**config.mk**
```make
export PLATFORM = sky130hd
export DESIGN_NAME = adc_cfg_bank
export DESIGN_NICKNAME = d
export VERILOG_FILES = /design/src/adc_cfg_pkg.sv /design/src/adc_cfg_bank.sv /design/src/crc8_step.sv /design/src/result_framer.sv
export VERILOG_INCLUDE_DIRS = /design/src
export SDC_FILE = /design/constraint.sdc
export NUM_CORES = 1
export LEC_CHECK = 0
export BUFFER_PORTS_ARGS = -buffer_cell sky130_fd_sc_hd__buf_2
export CAP_MARGIN = 10
export CORE_UTILIZATION = 46
export CTS_CLUSTER_SIZE = 14
export DETAILED_ROUTE_END_ITERATION = 8
export PLACE_DENSITY = 0.86
export SLEW_MARGIN = 20
export SYNTH_ARGS = -nofsm -noshare
export SYNTH_HDL_FRONTEND = slang
export SYNTH_SLANG_ARGS = --single-unit
```
**constraint.sdc**
```tcl
create_clock -name aclk -period 2.5 [get_ports aclk]
set_input_delay 0.625 -clock aclk [delete_from_list [all_inputs] [get_ports aclk]]
set_output_delay 0.625 -clock aclk [all_outputs]
set_load 0.005 [all_outputs]
```
**src/adc_cfg_regs.svh**
```systemverilog
`ifndef ADC_CFG_REGS_SVH
`define ADC_CFG_REGS_SVH

// register indexes, byte address is four times the index
`define SYSCTL_IDX 8'h09
`define RSVD_A_IDX 8'h0a
`define OFFS_LO_IDX 8'h0b
`define OFFS_HI_IDX 8'h0c
`define RSVD_D_IDX 8'h0d
`define GAIN_LO_IDX 8'h0e
`define GAIN_HI_IDX 8'h0f
`define BLKSTAT_IDX 8'h20

// reset values
`define SYSCTL_RST 8'h10
`define OFFS_LO_RST 8'h00
`define OFFS_HI_RST 8'h00
`define GAIN_LO_RST 8'h00
`define GAIN_HI_RST 8'h40

// system control fields
`define SYS_STAT_BIT 0
`define SYS_CRC_BIT 1
`define SYS_TMO_BIT 2
`define SYS_CAL_LSB 3
`define SYS_CAL_MSB 4
`define SYS_MON_LSB 5
`define SYS_MON_MSB 7

// block status fields
`define BST_BUSY_BIT 0
`define BST_TMO_BIT 1
`define BST_GAIN_LSB 2
`define BST_GAIN_MSB 4

// timing and coding
`define TMO_CYCLES 4096
`define CRC_POLY 8'h07
`define CRC_INIT 8'h00
`define GAIN_UNITY 3'h0

`endif

```
**src/adc_cfg_pkg.sv**
```systemverilog
package adc_cfg_pkg;

  // system monitor selections
  typedef enum logic [2:0] {
    MON_OFF = 3'h0,
    MON_MID = 3'h1,
    MON_TEMP = 3'h2,
    MON_AVDD = 3'h3,
    MON_DVDD = 3'h4,
    MON_BO_LO = 3'h5,
    MON_BO_MID = 3'h6,
    MON_BO_HI = 3'h7
  } monitor_t;

  // output frame sequencer states
  typedef enum logic [4:0] {
    FS_IDLE = 5'b00001,
    FS_STAT = 5'b00010,
    FS_MSB = 5'b00100,
    FS_LSB = 5'b01000,
    FS_CRC = 5'b10000
  } frame_state_t;

endpackage : adc_cfg_pkg

```
**src/adc_cfg_bank.sv**
```systemverilog
// Contract
// - system control bit 2 turns the serial stall timeout on; reset off.
// - system control bit 1 appends one crc byte after each result.
// - crc covers the 16-bit result, plus status byte when it is sent.
// - system control bit 0 sends a status byte before the result.
// - mid-supply, temperature and supply monitors open all input switches.
// - supply monitor selections force amplifier gain to one.
// - reserved registers 0ah and 0dh read zero; software writes only 00h.
// - offset trim: low byte 0bh, high byte 0ch, both reset zero.
// - gain trim: low byte 0eh reset zero, high byte 0fh reset 40h.
// - three-bit monitor field selects off, mid, temp, supplies, burn-out.
`timescale 1ns/1ps
`default_nettype none
`include "adc_cfg_regs.svh"
module adc_cfg_bank import adc_cfg_pkg::*; #(
  parameter int ADDR_W = 12,
  parameter int TMO_CYCLES = `TMO_CYCLES
) (
  input wire logic aclk,                  // 40 mhz clock
  input wire logic aresetn,               // sync reset, low
  input wire logic [ADDR_W-1:0] awaddr,   // write address
  input wire logic [2:0] awprot,          // unused protection
  input wire logic awvalid,               // write address valid
  output logic awready,                   // write address ready
  input wire logic [31:0] wdata,          // write data
  input wire logic [3:0] wstrb,           // byte enables
  input wire logic wvalid,                // write data valid
  output logic wready,                    // write data ready
  output logic [1:0] bresp,               // write response
  output logic bvalid,                    // write response valid
  input wire logic bready,                // write response ready
  input wire logic [ADDR_W-1:0] araddr,   // read address
  input wire logic [2:0] arprot,          // unused protection
  input wire logic arvalid,               // read address valid
  output logic arready,                   // read address ready
  output logic [31:0] rdata,              // read data
  output logic [1:0] rresp,               // read response
  output logic rvalid,                    // read data valid
  input wire logic rready,                // read data ready
  input wire logic [2:0] gain_request,    // programmed gain code
  input wire logic result_valid,          // conversion result offered
  output logic result_ready,              // framer takes result
  input wire logic [15:0] result_data,    // conversion result
  input wire logic [7:0] status_data,     // status byte
  output logic byte_valid,                // output byte offered
  input wire logic byte_ready,            // output byte taken
  output logic [7:0] byte_data,           // output byte
  output logic byte_last,                 // last byte of frame
  output logic timeout_enable,            // stall timeout on
  output logic crc_enable,                // crc byte appended
  output logic status_prefix_enable,      // status byte prepended
  output logic [2:0] monitor_select,      // monitor selection
  output logic [1:0] cal_sample_size,     // calibration averaging code
  output logic [15:0] offset_trim_value,  // offset calibration
  output logic [15:0] gain_trim_value,    // gain calibration
  output logic [2:0] pga_gain,            // effective gain code
  output logic analog_input_pins_open     // all input switches open
);
  localparam logic [1:0] RESP_OKAY = 2'h0;
  localparam logic [1:0] RESP_SLVERR = 2'h2;

  logic [7:0] sys_q, sys_d, offl_q, offl_d, offh_q, offh_d;
  logic [7:0] gnl_q, gnl_d, gnh_q, gnh_d;
  logic [7:0] awidx_q, awidx_d, aridx;
  logic [31:0] wdat_q, wdat_d, rdata_q, rdata_d;
  logic [3:0] wstb_q, wstb_d;
  logic aw_held_q, aw_held_d, w_held_q, w_held_d;
  logic awrdy_q, awrdy_d, wrdy_q, wrdy_d, arrdy_q, arrdy_d;
  logic bvalid_q, bvalid_d, rvalid_q, rvalid_d;
  logic [1:0] bresp_q, bresp_d, rresp_q, rresp_d;
  logic tmo_seen_q, tmo_seen_d, open_q, open_d;
  logic [2:0] gain_q, gain_d;
  logic do_write, ar_take, busy, tmo_pulse, wr_lane0, hit_w;
  monitor_t mon;

  assign mon = monitor_t'(sys_q[`SYS_MON_MSB:`SYS_MON_LSB]);
  assign aridx = araddr[9:2];
  assign do_write = aw_held_q && w_held_q && !bvalid_q;
  assign ar_take = arvalid && arrdy_q;
  assign wr_lane0 = do_write && wstb_q[0];

  // write channel capture, address and data in either order
  always_comb begin
    aw_held_d = aw_held_q;
    w_held_d = w_held_q;
    awidx_d = awidx_q;
    wdat_d = wdat_q;
    wstb_d = wstb_q;
    bvalid_d = bvalid_q;
    bresp_d = bresp_q;
    if (awvalid && awrdy_q) begin
      aw_held_d = 1'b1;
      awidx_d = awaddr[9:2];
    end
    if (wvalid && wrdy_q) begin
      w_held_d = 1'b1;
      wdat_d = wdata;
      wstb_d = wstrb;
    end
    hit_w = 1'b1;
    unique case (awidx_q)
      `SYSCTL_IDX, `RSVD_A_IDX, `OFFS_LO_IDX, `OFFS_HI_IDX,
      `RSVD_D_IDX, `GAIN_LO_IDX, `GAIN_HI_IDX, `BLKSTAT_IDX: hit_w = 1'b1;
      default: hit_w = 1'b0;
    endcase
    if (do_write) begin
      aw_held_d = 1'b0;
      w_held_d = 1'b0;
      bvalid_d = 1'b1;
      bresp_d = hit_w ? RESP_OKAY : RESP_SLVERR;
    end else if (bvalid_q && bready) begin
      bvalid_d = 1'b0;
    end
    awrdy_d = !aw_held_d;
    wrdy_d = !w_held_d;
  end

  // register file writes, reserved words drop the write
  always_comb begin
    sys_d = sys_q;
    offl_d = offl_q;
    offh_d = offh_q;
    gnl_d = gnl_q;
    gnh_d = gnh_q;
    tmo_seen_d = tmo_seen_q;
    if (wr_lane0) begin
      unique case (awidx_q)
        `SYSCTL_IDX: sys_d = wdat_q[7:0];
        `OFFS_LO_IDX: offl_d = wdat_q[7:0];
        `OFFS_HI_IDX: offh_d = wdat_q[7:0];
        `GAIN_LO_IDX: gnl_d = wdat_q[7:0];
        `GAIN_HI_IDX: gnh_d = wdat_q[7:0];
        `BLKSTAT_IDX: if (wdat_q[`BST_TMO_BIT]) tmo_seen_d = 1'b0;
        default: ;
      endcase
    end
    // a timeout in the clearing cycle still sets the flag
    if (tmo_pulse) tmo_seen_d = 1'b1;
  end

  // read channel
  always_comb begin
    arrdy_d = arrdy_q || !rvalid_q; // ready again once idle
    rvalid_d = rvalid_q;
    rdata_d = rdata_q;
    rresp_d = rresp_q;
    if (ar_take) begin
      arrdy_d = 1'b0;
      rvalid_d = 1'b1;
      rresp_d = RESP_OKAY;
      rdata_d = 32'h0000_0000;
      unique case (aridx)
        `SYSCTL_IDX: rdata_d[7:0] = sys_q;
        `RSVD_A_IDX, `RSVD_D_IDX: rdata_d[7:0] = 8'h00;
        `OFFS_LO_IDX: rdata_d[7:0] = offl_q;
        `OFFS_HI_IDX: rdata_d[7:0] = offh_q;
        `GAIN_LO_IDX: rdata_d[7:0] = gnl_q;
        `GAIN_HI_IDX: rdata_d[7:0] = gnh_q;
        `BLKSTAT_IDX: begin
          rdata_d[`BST_BUSY_BIT] = busy;
          rdata_d[`BST_TMO_BIT] = tmo_seen_q;
          rdata_d[`BST_GAIN_MSB:`BST_GAIN_LSB] = gain_q;
        end
        default: rresp_d = RESP_SLVERR;
      endcase
    end else if (rvalid_q && rready) begin
      rvalid_d = 1'b0;
      arrdy_d = 1'b1;
    end
  end

  // analog side effects of the monitor selection
  always_comb begin
    gain_d = gain_request;
    open_d = 1'b0;
    unique case (mon)
      MON_MID, MON_TEMP: open_d = 1'b1;
      MON_AVDD, MON_DVDD: begin
        open_d = 1'b1;
        gain_d = `GAIN_UNITY;
      end
      MON_OFF, MON_BO_LO, MON_BO_MID, MON_BO_HI: ;
    endcase
  end

  // one register stage for all state
  always_ff @(posedge aclk) begin
    if (!aresetn) begin
      sys_q <= `SYSCTL_RST;
      offl_q <= `OFFS_LO_RST;
      offh_q <= `OFFS_HI_RST;
      gnl_q <= `GAIN_LO_RST;
      gnh_q <= `GAIN_HI_RST;
      awidx_q <= 8'h00;
      wdat_q <= 32'h0000_0000;
      wstb_q <= 4'h0;
      aw_held_q <= 1'b0;
      w_held_q <= 1'b0;
      awrdy_q <= 1'b0;
      wrdy_q <= 1'b0;
      arrdy_q <= 1'b0;
      bvalid_q <= 1'b0;
      bresp_q <= RESP_OKAY;
      rvalid_q <= 1'b0;
      rresp_q <= RESP_OKAY;
      rdata_q <= 32'h0000_0000;
      tmo_seen_q <= 1'b0;
      gain_q <= `GAIN_UNITY;
      open_q <= 1'b0;
    end else begin
      sys_q <= sys_d;
      offl_q <= offl_d;
      offh_q <= offh_d;
      gnl_q <= gnl_d;
      gnh_q <= gnh_d;
      awidx_q <= awidx_d;
      wdat_q <= wdat_d;
      wstb_q <= wstb_d;
      aw_held_q <= aw_held_d;
      w_held_q <= w_held_d;
      awrdy_q <= awrdy_d;
      wrdy_q <= wrdy_d;
      arrdy_q <= arrdy_d;
      bvalid_q <= bvalid_d;
      bresp_q <= bresp_d;
      rvalid_q <= rvalid_d;
      rresp_q <= rresp_d;
      rdata_q <= rdata_d;
      tmo_seen_q <= tmo_seen_d;
      gain_q <= gain_d;
      open_q <= open_d;
    end
  end

  // conversion result framer
  result_framer #(.TMO_CYCLES(TMO_CYCLES)) u_framer (
    .aclk(aclk),
    .aresetn(aresetn),
    .result_valid(result_valid),
    .result_ready(result_ready),
    .result_data(result_data),
    .status_data(status_data),
    .stat_en(sys_q[`SYS_STAT_BIT]),
    .crc_en(sys_q[`SYS_CRC_BIT]),
    .tmo_en(sys_q[`SYS_TMO_BIT]),
    .byte_valid(byte_valid),
    .byte_ready(byte_ready),
    .byte_data(byte_data),
    .byte_last(byte_last),
    .busy(busy),
    .tmo_pulse(tmo_pulse)
  );

  // register-driven outputs
  assign awready = awrdy_q;
  assign wready = wrdy_q;
  assign bvalid = bvalid_q;
  assign bresp = bresp_q;
  assign arready = arrdy_q;
  assign rvalid = rvalid_q;
  assign rdata = rdata_q;
  assign rresp = rresp_q;
  assign timeout_enable = sys_q[`SYS_TMO_BIT];
  assign crc_enable = sys_q[`SYS_CRC_BIT];
  assign status_prefix_enable = sys_q[`SYS_STAT_BIT];
  assign monitor_select = sys_q[`SYS_MON_MSB:`SYS_MON_LSB];
  assign cal_sample_size = sys_q[`SYS_CAL_MSB:`SYS_CAL_LSB];
  assign offset_trim_value = {offh_q, offl_q};
  assign gain_trim_value = {gnh_q, gnl_q};
  assign pga_gain = gain_q;
  assign analog_input_pins_open = open_q;
endmodule : adc_cfg_bank
`default_nettype wire

```
**src/crc8_step.sv**
```systemverilog
`timescale 1ns/1ps
`default_nettype none
module crc8_step #(
  parameter logic [7:0] POLY = 8'h07
) (
  input wire logic [7:0] crc_in,  // running remainder
  input wire logic [7:0] data_in, // byte folded in, msb first
  output logic [7:0] crc_out      // updated remainder
);
  // bitwise msb-first division of one byte
  always_comb begin
    logic [7:0] c;
    c = crc_in ^ data_in;
    for (int i = 0; i < 8; i++) begin
      c = c[7] ? ((c << 1) ^ POLY) : (c << 1);
    end
    crc_out = c;
  end
endmodule : crc8_step
`default_nettype wire

```
**src/result_framer.sv**
```systemverilog
`timescale 1ns/1ps
`default_nettype none
`include "adc_cfg_regs.svh"
module result_framer import adc_cfg_pkg::*; #(
  parameter int TMO_CYCLES = `TMO_CYCLES
) (
  input wire logic aclk,               // clock
  input wire logic aresetn,            // sync reset, low
  input wire logic result_valid,       // conversion result offered
  output logic result_ready,           // framer idle, takes result
  input wire logic [15:0] result_data, // conversion result
  input wire logic [7:0] status_data,  // status byte
  input wire logic stat_en,            // prefix status byte
  input wire logic crc_en,             // append crc byte
  input wire logic tmo_en,             // stall timeout on
  output logic byte_valid,             // byte offered
  input wire logic byte_ready,         // byte taken
  output logic [7:0] byte_data,        // byte payload
  output logic byte_last,              // last byte of frame
  output logic busy,                   // frame under way
  output logic tmo_pulse               // frame abandoned
);
  frame_state_t state_q, state_d;
  logic [15:0] res_q, res_d;
  logic [7:0] crc_q, crc_d, crc_nxt, data_q, data_d;
  logic crc_on_q, crc_on_d, valid_q, valid_d, last_q, last_d, rdy_q, rdy_d;
  logic tmo_q, tmo_d;
  logic [15:0] cnt_q, cnt_d;
  logic take;

  crc8_step #(.POLY(`CRC_POLY)) u_crc (
    .crc_in(crc_q),
    .data_in(data_q),
    .crc_out(crc_nxt)
  );

  assign take = valid_q && byte_ready;

  // byte sequencing: status, msb, lsb, crc
  always_comb begin
    state_d = state_q;
    res_d = res_q;
    crc_d = crc_q;
    data_d = data_q;
    crc_on_d = crc_on_q;
    valid_d = valid_q;
    last_d = last_q;
    tmo_d = 1'b0;
    cnt_d = (valid_q && !byte_ready && tmo_en) ? cnt_q + 16'h0001 : 16'h0000;
    unique case (state_q)
      FS_IDLE: begin
        if (result_valid && rdy_q) begin
          res_d = result_data;
          crc_d = `CRC_INIT;
          crc_on_d = crc_en;
          valid_d = 1'b1;
          last_d = 1'b0;
          state_d = stat_en ? FS_STAT : FS_MSB;
          data_d = stat_en ? status_data : result_data[15:8];
        end
      end
      FS_STAT: if (take) begin
        crc_d = crc_nxt;
        data_d = res_q[15:8];
        state_d = FS_MSB;
      end
      FS_MSB: if (take) begin
        crc_d = crc_nxt;
        data_d = res_q[7:0];
        last_d = !crc_on_q;
        state_d = FS_LSB;
      end
      FS_LSB: if (take) begin
        crc_d = crc_nxt;
        if (crc_on_q) begin
          data_d = crc_nxt;
          last_d = 1'b1;
          state_d = FS_CRC;
        end else begin
          valid_d = 1'b0;
          state_d = FS_IDLE;
        end
      end
      FS_CRC: if (take) begin
        valid_d = 1'b0;
        last_d = 1'b0;
        state_d = FS_IDLE;
      end
    endcase
    // stalled too long: drop the frame
    if (state_q != FS_IDLE && tmo_en && cnt_q == 16'(TMO_CYCLES - 1) && !take) begin
      valid_d = 1'b0;
      last_d = 1'b0;
      tmo_d = 1'b1;
      state_d = FS_IDLE;
      cnt_d = 16'h0000;
    end
    rdy_d = (state_d == FS_IDLE);
  end

  // register stage
  always_ff @(posedge aclk) begin
    if (!aresetn) begin
      state_q <= FS_IDLE;
      res_q <= 16'h0000;
      crc_q <= `CRC_INIT;
      data_q <= 8'h00;
      crc_on_q <= 1'b0;
      valid_q <= 1'b0;
      last_q <= 1'b0;
      rdy_q <= 1'b0;
      tmo_q <= 1'b0;
      cnt_q <= 16'h0000;
    end else begin
      state_q <= state_d;
      res_q <= res_d;
      crc_q <= crc_d;
      data_q <= data_d;
      crc_on_q <= crc_on_d;
      valid_q <= valid_d;
      last_q <= last_d;
      rdy_q <= rdy_d;
      tmo_q <= tmo_d;
      cnt_q <= cnt_d;
    end
  end

  assign result_ready = rdy_q;
  assign byte_valid = valid_q;
  assign byte_data = data_q;
  assign byte_last = last_q;
  assign busy = !rdy_q;
  assign tmo_pulse = tmo_q;
endmodule : result_framer
`default_nettype wire
```
==> results.toml <==
[sta]
relSlewSlack = 0.563
max_freq_mhz = 444
maxSlewViolCount = 0
skew_ps = 11.0
fin_crit_ps = 2250
hold_viol_final = 0
rsz0062_at_grt = "false"
min_period_over_period = 0.900
setup_violations = 0
tns_ps = 0
whs_ps = 415
worstMarginPinSlew_ps = 653
fin_ws_ps = 250

[critical_path]
crit_path_max_incr_delay_ps = 520
crit_path_cell_trace = "xor2_1, o211ai_1, buf_4, a222oi_1, o21ai_0, nor2_1, nor2_1"
crit_required_ps = 2810
worst_setup_path_start_kind = "flip-flop"
cp-end-kind = "flip-flop"
timing_worst_setup_path_type = "reg -> reg"
reg2reg_slack_ps = 250
critPathMostFrequentCell = "nor2_1"
crit_buf_inv = 1
arrival_ps = 2560
crit_slowest_cell = "dfxtp_1"
worst-path-max-fanout = 13
crit_family = "compound AO/OA/AOI/OAI gates"

[clock_tree]
numCtsBuffers = 17
htree_levels = 4
clock-root-buffer = "clkbuf_16"
cts_sinks = 137
post_cts_resized = 0
cts_setup_buffers = 0
clock_latency_ps = 420
cts.path.max_buffers = 2
cts_tree = "yes"
clk_pin_slew_ps = 60
postCtsHoldBufs = 0

[yosys]
synth_area_leader_cell = "dfxtp_1"
ys.warnings.count = 0
ys_seq_elements = 137
synth_xor_area_frac = 0.0529
syn_inst = 766
synthSimpleGateAreaFrac = 0.218
synth_common_cells = "dfxtp_1, nor2_1, nand2_1, a21oi_1, clkbuf_1"
synth_mux_area_frac = 0.0689
synth_most_common_cell = "dfxtp_1"
synth_top_family_by_area = "simple AND/OR/NAND/NOR gates"
synthTopCellsByArea = "dfxtp_1, nor2_1, nand2_1"
ys_types = 53
synth_compound_area_frac = 0.149
netlist_area_um2 = 6300
async_flop_share = 0
synth_top_area_frac = 0.436
synth_ff_type = "dfxtp_1"
synth_edf_count = 0
syn-mean-instance-area_um2 = 8.22
seq_area_frac_synth = 0.436
synthAdderAreaFrac = 0.00199

[grt]
grt_antenna_before_repair = 0
grt_first_pass_wirelength_mm = 26.3
grt_max_degree = 56
grt_usage = 0.234
grt_pass1_vias = 5420
globalRoute.totalOverflow = 0

[die]
core_um2 = 13300
dieArea_um2 = 14200
die_w_um = 119
start_util = 0.474
die_y_um = 119
pin_count = 198
rows = 42

[worst_hold_path]
holdCritPathClass = "in -> reg"

[placed_design]
place_congestion = 0.924
dp_slack_ps = -6.17
dp_hpwl_mm = 11.4
port-buffer-count = 130

[finish]
n_antenna_cell = 0
final_layout_size_suffix_gt1_frac = 0.234
area_delta_synth_final_pct = 21.6
fin_nets = 990
fill_cells = 1163
finish.utilization = 0.576
top_regs = "u_framer.cnt_q (16), u_framer.res_q (16)"

[drt]
drt-pass1-iter-count = 6
detail-route-antenna-nets = 0
vias_per_cell = 5.44
wl_mm = 16.3
wl_per_cell_um = 15.1
dr.first_iter.drc_count = 439
vias = 5857
drc = 0

[power]
p_total_mw = 5.51
leakage_nw = 3.27
vdd_ir_drop_max_uv = 451
cellPowerDensity_nw_per_um2 = 719

[outcome]
outcome = "completed"

[flow_run]
cap_violations = 0
==> metrics by stage <==
| step | std cells | instance area, um^2 |
|---|---|---|
| final | 1076 | 7660 |
| after floorplan | 791 | 6400 |
| after global placement | 1044 | 7020 |
| after global routing | 1076 | 7660 |
| after CTS | 1076 | 7660 |
| after detailed placement | 1044 | 7020 |
==> cells in the final DEF, fill, tap and decap left out, drive strengths merged, types with 8 or more instances in the layout <==
cell type    n
mux2        11
xnor2       23
o21ai       40
xor2        15
inv         14
a31o         9
nor3        21
conb        26
nand2      105
nor2       108
nand4        8
a221oi      10
a21oi       60
dfxtp      137
clkbuf      18
nand3       28
mux2i       31
buf        150
==> tightest hold or removal path: cells and delay by family <==
kind / cells / cell delay [ps]
buffers and inverters: 2 / 130
and+or+nand+nor: 1 / 30
==> per-layer routing <==
layer,GRT usage,share of wire,up-vias
li1,-,-,2835
met1,0.297,0.43,2704
met2,0.370,0.46,275
met3,0.0661,0.074,43
met4,0.104,0.028,0
met5,0,0,-
==> power by group <==
group          internal, mW  switching, mW  total [mW]
clock network          1.70          0.978        2.68
logic                 0.208          0.295       0.502
registers              2.26         0.0737        2.33
==> worst paths after layout <==
check	startpoint	cells after the start	to
worst max-delay path	u_framer.state_q[2]	7	u_framer.byte_data[6]
worst min-delay path	gain_request[2]	3	pga_gain[2]
worst max register to register	u_framer.state_q[2]	7	u_framer.byte_data[6]
worst min register to register	u_framer.cnt_q[0]	1	u_framer.cnt_q[0]
==> logic make-up after synthesis <==
family                     after synthesis
adders and majority gates                1
AOI/OAI and AO/OA                      152
other                                    1
muxes                                   42
and+or+nand+nor                        309
buffers and inverters                   86
xor gates and xnor gates                38
DFF                                    137
==> layout make-up <==
class | instances | area, um^2 | share of cell area
Sequential cell | 137 | 2740 | 0.358
Inverter | 13 | 48.8 | 0.00637
Clock inverter | 14 | 196 | 0.0257
Clock buffer | 18 | 439 | 0.0574
Timing Repair Buffer | 150 | 813 | 0.106
Multi-Input combinational cell | 568 | 3200 | 0.417
Tap cell | 176 | 220 | 0.0288
Power figures use the tool's default switching activity.
